==> src/core/light_timing_map.vh <==
// constants for the integration timing block of the light sensor
// assumes inclusion by core design files only
`ifndef LIGHT_TIMING_MAP_VH
`define LIGHT_TIMING_MAP_VH
`define CMD_ADDR 8'h00
`define DATA_LOW_ADDR 8'h01
`define DATA_HIGH_ADDR 8'h02
`define TIMING_SOURCE_BIT 4
`define RES_HIGH_BIT 3
`define RES_LOW_BIT 2
`define SYNC_ADDR_BIT 7
`define TIMING_INT16 3'h0
`define TIMING_INT12 3'h1
`define TIMING_INT8 3'h2
`define TIMING_INT4 3'h3
`define TIMING_EXT_ADC 3'h4
`define TIMING_EXT_TIMER 3'h5
`define TARGET_ADDR 7'h44
`define OSC_FREQ_HZ 725000
`define REF_RESISTOR_KOHM 500
`define EXT_COUNT_LIMIT 65536
`define CNT_WIDTH 17
`endif

==> src/core/edge_sync.v <==
// three-flop synchroniser with edge detect for one outside level
// assumes a single clock; reset synchronous active high
module edge_sync (
  input wire clk_in,
  input wire reset_in,
  input wire async_in,
  output wire level_out,
  output wire rise_out
);
  reg [2:0] stage;
  reg last;
  always @(posedge clk_in)
  begin
    if (reset_in)
    begin
      stage <= 3'h0;
      last <= 1'b0;
    end
    else
    begin
      stage <= {stage[1:0], async_in};
      // change counts only once the second and third stages agree
      if (stage[1] == stage[2])
        last <= stage[2];
    end
  end
  assign level_out = last;
  assign rise_out = (stage[1] == stage[2]) && stage[2] && !last;
endmodule // edge_sync

==> src/core/integration_timing.v <==
// integration period control: internal power-of-two or host sync timing
// assumes oscillator arrives as a pin level, bus decoder delivers pulses
`include "light_timing_map.vh"

// Function
// - bit 4 picks internal or external timing
// - internal period is 2^n oscillator cycles
// - n comes from command bits 3:2
// - first sync starts, later syncs restart
// - count oscillator cycles between syncs, readable
// - oscillator handling identical in both modes
// - external count follows interval, 65536 limit
// - oscillator 725 kHz nominal, inverse resistor
// - answer only to address 1000100
// - decode three-bit timing field, two reserved
// - address byte msb set is sync
// - data bytes refresh every conversion end
module integration_timing #(
  parameter CNT_W = `CNT_WIDTH
) (
  input wire clk_in,
  input wire reset_in,
  input wire osc_in,
  input wire write_strobe_in,
  input wire [6:0] target_addr_in,
  input wire [7:0] reg_addr_in,
  input wire [7:0] write_data_in,
  input wire [15:0] converter_count_in,
  output wire [7:0] command_out,
  output wire integrating_out,
  output wire conversion_done_out,
  output wire count_clear_out,
  output reg [7:0] data_low_out,
  output reg [7:0] data_high_out,
  output reg timer_overflow_out
);
  // ----------------------------------------------------------------
  // oscillator edges
  // ----------------------------------------------------------------
  wire osc_tick;
  // one edge detector for both modes, so period is never mode-skewed
  // only the rising edge matters here, the settled level is left open
  edge_sync osc_sync (
    .clk_in(clk_in),
    .reset_in(reset_in),
    .async_in(osc_in),
    .level_out(),
    .rise_out(osc_tick)
  );

  // ----------------------------------------------------------------
  // command register and sync decode
  // ----------------------------------------------------------------
  reg [7:0] command;
  wire addressed = write_strobe_in && (target_addr_in == `TARGET_ADDR);
  wire sync_write = addressed && reg_addr_in[`SYNC_ADDR_BIT];
  wire cmd_write = addressed && !reg_addr_in[`SYNC_ADDR_BIT] && (reg_addr_in == `CMD_ADDR);
  wire external = command[`TIMING_SOURCE_BIT];
  wire [2:0] timing_field = command[`TIMING_SOURCE_BIT:`RES_LOW_BIT];
  wire reserved = external && command[`RES_HIGH_BIT];
  wire timer_select = (timing_field == `TIMING_EXT_TIMER);
  always @(posedge clk_in)
  begin
    if (reset_in)
      command <= 8'h00;
    else if (cmd_write)
      command <= write_data_in;
  end
  assign command_out = command;

  // ----------------------------------------------------------------
  // period length for internal timing
  // ----------------------------------------------------------------
  reg [CNT_W-1:0] period;
  always @*
  begin
    case (timing_field)
      `TIMING_INT16: period = 17'h10000;
      `TIMING_INT12: period = 17'h01000;
      `TIMING_INT8: period = 17'h00100;
      `TIMING_INT4: period = 17'h00010;
      default: period = 17'h10000;
    endcase
  end

  // ----------------------------------------------------------------
  // sequencing
  // ----------------------------------------------------------------
  localparam [2:0] ST_IDLE = 3'h1;
  localparam [2:0] ST_INT = 3'h2;
  localparam [2:0] ST_EXT = 3'h4;
  reg [2:0] state;
  reg [2:0] next_state;
  reg [CNT_W-1:0] cycles;
  reg done;
  reg clear;
  // at or past the limit: a shorter resolution written mid-period cannot lock up
  wire int_end = osc_tick && (cycles + 17'h00001 >= period);
  always @*
  begin
    next_state = state;
    done = 1'b0;
    clear = 1'b0;
    case (state)
      ST_IDLE:
      begin
        if (reserved)
          next_state = ST_IDLE;
        else if (!external)
        begin
          next_state = ST_INT;
          clear = 1'b1;
        end
        else if (sync_write)
        begin
          next_state = ST_EXT;
          clear = 1'b1;
        end
      end
      ST_INT:
      begin
        if (reserved)
          next_state = ST_IDLE;
        else if (external && sync_write)
        begin
          // a sync right after the mode switch still starts a period
          next_state = ST_EXT;
          clear = 1'b1;
        end
        else if (external)
          next_state = ST_IDLE;
        else if (int_end)
        begin
          done = 1'b1;
          clear = 1'b1;
        end
      end
      ST_EXT:
      begin
        if (!external || reserved)
          next_state = ST_IDLE;
        else if (sync_write)
        begin
          done = 1'b1;
          clear = 1'b1;
        end
      end
      default: next_state = ST_IDLE;
    endcase
  end
  always @(posedge clk_in)
  begin
    if (reset_in)
      state <= ST_IDLE;
    else
      state <= next_state;
  end

  // ----------------------------------------------------------------
  // cycle counter, 17 bits so 65536 is representable
  // ----------------------------------------------------------------
  always @(posedge clk_in)
  begin
    if (reset_in)
    begin
      cycles <= {CNT_W{1'b0}};
      timer_overflow_out <= 1'b0;
    end
    else if (clear)
    begin
      cycles <= {CNT_W{1'b0}};
      // flag reports the interval just captured, so an overflow is never lost
      if (done)
        timer_overflow_out <= (cycles == `EXT_COUNT_LIMIT);
    end
    else if (osc_tick && state != ST_IDLE)
    begin
      // saturate: a too-long interval holds at the limit, flagged, and reads back as 0000 in the 16-bit data bytes
      if (cycles == `EXT_COUNT_LIMIT)
        timer_overflow_out <= 1'b1;
      else
        cycles <= cycles + 17'h00001;
    end
  end

  // ----------------------------------------------------------------
  // data registers
  // ----------------------------------------------------------------
  wire [15:0] timer_word = cycles[15:0];
  always @(posedge clk_in)
  begin
    if (reset_in)
    begin
      data_low_out <= 8'h00;
      data_high_out <= 8'h00;
    end
    else if (done && !reserved)
    begin
      // sampled before clear restarts both counters
      if (timer_select)
      begin
        data_low_out <= timer_word[7:0];
        data_high_out <= timer_word[15:8];
      end
      else
      begin
        data_low_out <= converter_count_in[7:0];
        data_high_out <= converter_count_in[15:8];
      end
    end
  end

  assign integrating_out = (state != ST_IDLE);
  assign conversion_done_out = done;
  assign count_clear_out = clear;
endmodule // integration_timing

==> config.mk <==
export PLATFORM = sky130hd
export DESIGN_NAME = integration_timing
export DESIGN_NICKNAME = d
export VERILOG_FILES = /design/src/core/edge_sync.v /design/src/core/integration_timing.v
export VERILOG_INCLUDE_DIRS = /design/src /design/src/core
export SDC_FILE = /design/constraint.sdc
export NUM_CORES = 1
export LEC_CHECK = 0
export ABC_AREA = 0
export BUFFER_PORTS_ARGS = -buffer_cell sky130_fd_sc_hd__buf_2
export CAP_MARGIN = 30
export CORE_MARGIN = 2
export CORE_UTILIZATION = 36
export CTS_CLUSTER_DIAMETER = 200
export DETAILED_ROUTE_END_ITERATION = 10
export GPL_TIMING_DRIVEN = 0
export PLACE_DENSITY_LB_ADDON = 0.15
export REMOVE_ABC_BUFFERS = 1
export SYNTH_ARGS = -nofsm -noshare
export SYNTH_HDL_FRONTEND = slang
export SYNTH_SLANG_ARGS = --single-unit
==> constraint.sdc <==
create_clock -name clk_in -period 3.3 [get_ports clk_in]
set_clock_uncertainty 0.05 [all_clocks]
set_input_delay 0.165 -clock clk_in [delete_from_list [all_inputs] [get_ports clk_in]]
set_output_delay 0.165 -clock clk_in [all_outputs]
set_load 0.01 [all_outputs]
# Word-level counts from Yosys, hierarchy flattened
# Cells that the tools add are included.
# op_classes
addsub	1
order_cmp	1
eq_ne	15
mux	27
bitwise_logic	1
n_reduce_logical	23
# ops
op	count
case mux 17 bit (3 select lines)	1
two-way mux 3 bit	7
adder 17 x 1 -> 17 bit, second input constant	1
== test 17 bit, second input constant	1
>= comparator 17 bit	1
two-way mux 8 bit	2
two-way mux 1 bit	14
logical AND 1 bit	11
== test 3 x 2 -> 1 bit, second input constant	3
case mux 3 bit (3 select lines)	1
zero test 8 bit	1
!= test 4 bit, second input constant	2
== test 7 bit, second input constant	1
== test 3 x 1 -> 1 bit, second input constant	2
== test 3 bit, second input constant	2
AND reduction 3 bit	2
zero test 1 bit	4
nonzero test 2 bit	2
!= test 3 x 1 -> 1 bit, second input constant	1
case mux 1 bit (3 select lines)	1
!= test 2 x 1 -> 1 bit, second input constant	1
!= test 2 bit, second input constant	1
case mux 1 bit (2 select lines)	1
AND reduction 2 bit	1
other kinds (4)	4
# word_totals
reg_bits	49
in_bits	43
out_inout_bits	28
wordCells	76

# Depth between registers and ports, before layout
# depth
depth_word	11
ltp_mapped	14
mapped_depth_nobuf	11

# Cells and area by module
# From an unflattened synthesis, not the netlist that was laid out.
# hier_totals
hier_cells	347
area_unflattened_um2	2956.6
# by_module_without_submodules
module	instances	cells_each	area_per_inst_um2	seq_area_each_um2
integration_timing	1	336	2825.2	900.9
edge_sync	1	11	131.4	80.1

# Least setup slack after synthesis
# Ideal clock, no wire load.
# synth_timing
path_type	reg-to-reg
start	reg cycles[8]
end	reg data_high_out[4]
setup_ns	0.121
t_arrival_ns	2.920
required_time_ns	3.129
path_slack_ns	0.209
path_stages_with_launch	14
n_path_buf	3
synth_period_minus_slack_ns	3.091
path_cell_list	dfxtp_1 -> buf_4 -> and3_1 -> buf_4 -> nand4_2 -> nor3_1 -> nand3_1 -> xnor2_1 -> ha_1 -> nor2_1 -> or4_1 -> o211ai_4 -> buf_8 -> mux2_4
# synth_between
elab_chain_len	9
# synth_lines
item	line_no	source
from (decl)	integration_timing.v:94	reg [CNT_W-1:0] cycles;
from (signal assigned)	integration_timing.v:166	cycles <= {CNT_W{1'b0}};
from (signal assigned)	integration_timing.v:171	cycles <= {CNT_W{1'b0}};
from (signal assigned)	integration_timing.v:182	cycles <= cycles + 17'h00001;
adder 17 x 1 -> 17 bit	integration_timing.v:98	wire int_end = osc_tick && (cycles + 17'h00001 >= period);
>= comparator 17 bit	integration_timing.v:98	
logical AND 1 bit	integration_timing.v:98	
two-way mux 1 bit	integration_timing.v:132	else if (int_end)
two-way mux 1 bit	integration_timing.v:130	else if (external)
two-way mux 1 bit	integration_timing.v:124	else if (external && sync_write)
two-way mux 1 bit	integration_timing.v:122	if (reserved)
case mux 1 bit (2 select lines)	integration_timing.v:104	case (state)
logical AND 1 bit	integration_timing.v:197	else if (done && !reserved)
to (signal assigned)	integration_timing.v:203	data_high_out <= timer_word[15:8];
to (signal assigned)	integration_timing.v:208	data_high_out <= converter_count_in[15:8];
to (decl)	integration_timing.v:34	output reg [7:0] data_high_out,
# Every way passes these cells.
# A chain may end at the register's enable or synchronous reset.

# Worst setup path in the final report
# layout_timing
start	reg cycles[7]
end	out count_clear_out
# layout_between
elab_chain_len	8
# layout_lines
item	line_no	source
adder 17 x 1 -> 17 bit	integration_timing.v:98	
>= comparator 17 bit	integration_timing.v:98	
logical AND 1 bit	integration_timing.v:98	
two-way mux 1 bit	integration_timing.v:132	
two-way mux 1 bit	integration_timing.v:130	
two-way mux 1 bit	integration_timing.v:124	
two-way mux 1 bit	integration_timing.v:122	
case mux 1 bit (3 select lines)	integration_timing.v:104	
to (decl)	integration_timing.v:32	output wire count_clear_out,
# Every way passes these cells.

==> results.md <==
| Parameter | Reported | Unit |
|:---|:---|:---|
| Status | finished clean | - |
| Slowest CP cell | or4_4 | - |
| Worst hold slack | 0.0151 | ns |
| Antenna violations before repair | 0 | - |
| Fraction of the cycle the final worst path needs | 96.7 | % |
| Async set-reset flop share out of synthesis | 0 | % |
| Cells after synthesis | 347 | - |
| I/O Buffers | 70 | - |
| Largest voltage drop on the vdd net | 219 | uV |
| Global-route wire length before repair | 11600 | um |
| Count of clock tree sinks | 49 | - |
| Post-Place Cells | 496 | - |
| Signed area change from the synthesized netlist to the final layout | 25.3 | % |
| Synthesized area per cell | 8.33 | um^2 |
| Number of buffers inserted for hold repair after clock tree synthesis | 0 | - |
| Most common flop cell mapped by yosys | dfxtp_1 | - |
| Antenna-violating nets left | 0 | - |
| Post-synthesis cell type count | 51 | - |
| Chip height | 93.6 | um |
| Measured slew at the worst slew-check pin | 0.849 | ns |
| Routed wire length | 6980 | um |
| Pre-CTS setup slack | -0.480 | ns |
| Crit-path leading delay family | simple AND/OR/NAND/NOR gates | - |
| Number of placement rows | 32 | - |
| Remaining global-route overflow | 0 | - |
| Starting utilization of the core area | 37.2 | % |
| IO Count | 71 | - |
| Clock Tree Buf Depth | 2 | - |
| Vias after detailed routing | 2590 | - |
| Worst endpoint data arrival time | 2.98 | ns |
| Horizontal extent of the die | 93.6 | um |
| Vias in the first global route | 2394 | - |
| Layout cells sized above 1 | 33.6 | % |
| Total negative slack | 0 | ns |
| DRT iter0 DRCs | 138 | - |
| Library cell with the highest instance count after synthesis | dfxtp_1 | - |
| Synth Warn # | 0 | - |
| Total half-perimeter wirelength after legalization and detailed placement | 4700 | um |
| Nature of the critical path startpoint | flop | - |
| Maximum net fanout on the critical path | 6 | - |
| Total Die Area | 8760 | um^2 |
| Detailed-router iteration count before antenna repair | 4 | - |
| Required time at the worst-slack endpoint | 3.08 | ns |
| CORE AREA | 7770 | um^2 |
| Clock period minus final worst setup slack | 3.19 | ns |
| Root buf cell | clkbuf_8 | - |
| Area share of the largest cell type after synthesis | 33.9 | % |
| GRT Resource Usage Total | 16.3 | % |
| Hold Fails Final Rpt | 0 | - |
| Final setup viols | 0 | - |
| Final Util | 46.6 | % |
| Share of the yosys chip area belonging to registers | 33.9 | % |
| Hold/Removal Path Class | in2reg | - |
| CTS tree | built | - |
| Final antenna diode count | 0 | - |
| Crit-path max cell delay | 0.52 | ns |
| Power per cell area | 311 | nW/um^2 |
| Number of pins exceeding their max-slew limit in the final report | 0 | - |
| Number of max-capacitance violations reported | 0 | - |
| Buffers plus inverters on the worst setup path | 2 | - |
| Crit Path Category | reg2out | - |
| Post-synth design cell area | 2890 | um^2 |
| Cells along the critical path | and3_4 -> nand4_4 -> nor3_4 -> nand3_2 -> xnor2_2 -> ha_4 -> nor2_2 -> or4_4 -> o211ai_4 -> clkbuf_16 -> nand2b_4 -> buf_6 | - |
| Most used standard cells in the synthesized netlist | dfxtp_1, nand2_1, nor2_1 | - |
| Static power due to leakage | 0.00157 | uW |
| Maximum number of pins on one net before global-route repair | 50 | - |
| Level count of the clock H-tree | 2 | - |
| Flip-flop and latch count after synthesis | 49 | - |
| Synth area leaders | dfxtp_1, nand2_1, mux2_4, nor2b_1, xor2_1 | - |
| Drt drc | 0 | - |
| Area leader, netlist | dfxtp_1 | - |
| Max transition margin | 43.4 | % |
| Clock buffer count from CTS | 5 | - |
| Highest Clock Rate | 313 | MHz |
| Type of element capturing the critical path | primary output | - |
| Post-Layout Cell Count | 516 | - |
| Post-route setup slack | 0.107 | ns |
| Nets | 463 | - |
| Number of enable-type register cells in the synthesized netlist | 0 | - |
| Register clock-pin slew on the reported worst setup and hold paths | 0.09 | ns |
| Placer congestion estimate | 0.881 | - |
| Drt via density | 5.02 | - |
| Routed length per placed instance | 13.5 | um |
| Worst-Skew Late Latency | 0.31 | ns |
cell families (layout without fill, tap and decap cells):
kind of cell    Yosys count  in the layout  share of synthesized area (%)
fa+ha+maj                 7              7                           3.03
flops                    49             49                           33.9
simple gates            173            173                           30.8
compound gates           43             43                           9.91
buf+inv                  28             95                           4.98
mux                      26             26                           11.0
xor+xnor                 21             21                           6.36
report_power, final:
| group | switching (uW) | leakage (uW) | internal, uW | total (uW) |
|---|---|---|---|---|
| logic | 49.6 | 0.00111 | 42.2 | 91.9 |
| clock network | 212 | 0.0000554 | 228 | 440 |
| registers | 3.38 | 0.000402 | 590 | 594 |
through the flow:
step	total power, uW	cell area [um^2]
2_1_floorplan	654	2760
4_1_cts	1140	3490
3_3_place_gp	698	3240
5_1_grt	1180	3620
6_report	1130	3620
3_5_place_dp	700	3280
repair_timing:
item | CTS | global route
buffers inserted | 6 | 6
setup endpoints to repair | 36 | 15
pin swaps | 2 | 6
resized for setup | 21 | 17
sequential cells by signal, indices dropped and copies added (netlist names):
register / count
state: 3
timer_overflow_out: 1
command_out: 8
data_high_out: 8
data_low_out: 8
osc_sync.level_out: 1
cycles: 17
osc_sync.stage: 3
path summary, 6_finish.rpt:
kind,start,to,slack (ns),depth (start not counted)
worst max register to register,cycles[7]$_SDFFE_PP0P_,data_high_out[0]$_SDFFE_PP0P_,0.21,11
worst min-delay path,osc_in,osc_sync.stage[0]$_SDFF_PP0_,0.02,2
worst min register to register,osc_sync.stage[0]$_SDFF_PP0_,osc_sync.stage[1]$_SDFF_PP0_,0.39,1
worst max-delay path,cycles[7]$_SDFFE_PP0P_,count_clear_out,0.11,12
routing by layer:
metal  GRT usage, %  wire (um)
met2           27.2       3310
met5              0          0
met3           2.50        204
met4           4.35         79
met1           22.0       3380
placed cells by master (no fill, tap or decap), types with 2 or more instances in the layout:
cell      count
nand2b_1      3
nor3_1       21
nand2_1      47
buf_4        12
buf_2        69
nor2b_1      23
nor2_2        2
a21oi_1      24
nand3_2       2
buf_6         2
dfxtp_1      40
mux2_4       10
nand4_1      12
a31oi_1       2
inv_1         3
o21ai_0       3
mux2_2        6
clkbuf_8      5
ha_1          5
dfxtp_4       7
mux2i_1      10
nor4_1        4
and3_1        4
o21ai_1       2
and2_1        2
ha_4          2
xor2_1       15
or3_1         5
dfxtp_2       2
nor2_1       23
nand3_1      10
xnor2_1       5
cell type report:
| cell class | count | area (um^2) |
|---|---|---|
| Multi-Input combinational cell | 270 | 1880 |
| Timing Repair Buffer | 84 | 483 |
| Sequential cell | 49 | 1010 |
| Clock inverter | 2 | 38.8 |
| Inverter | 3 | 11.3 |
| Fill cell | 774 | 4140 |
| Clock buffer | 6 | 72.6 |
| Tap cell | 102 | 128 |
Power figures use the tool's default switching activity.
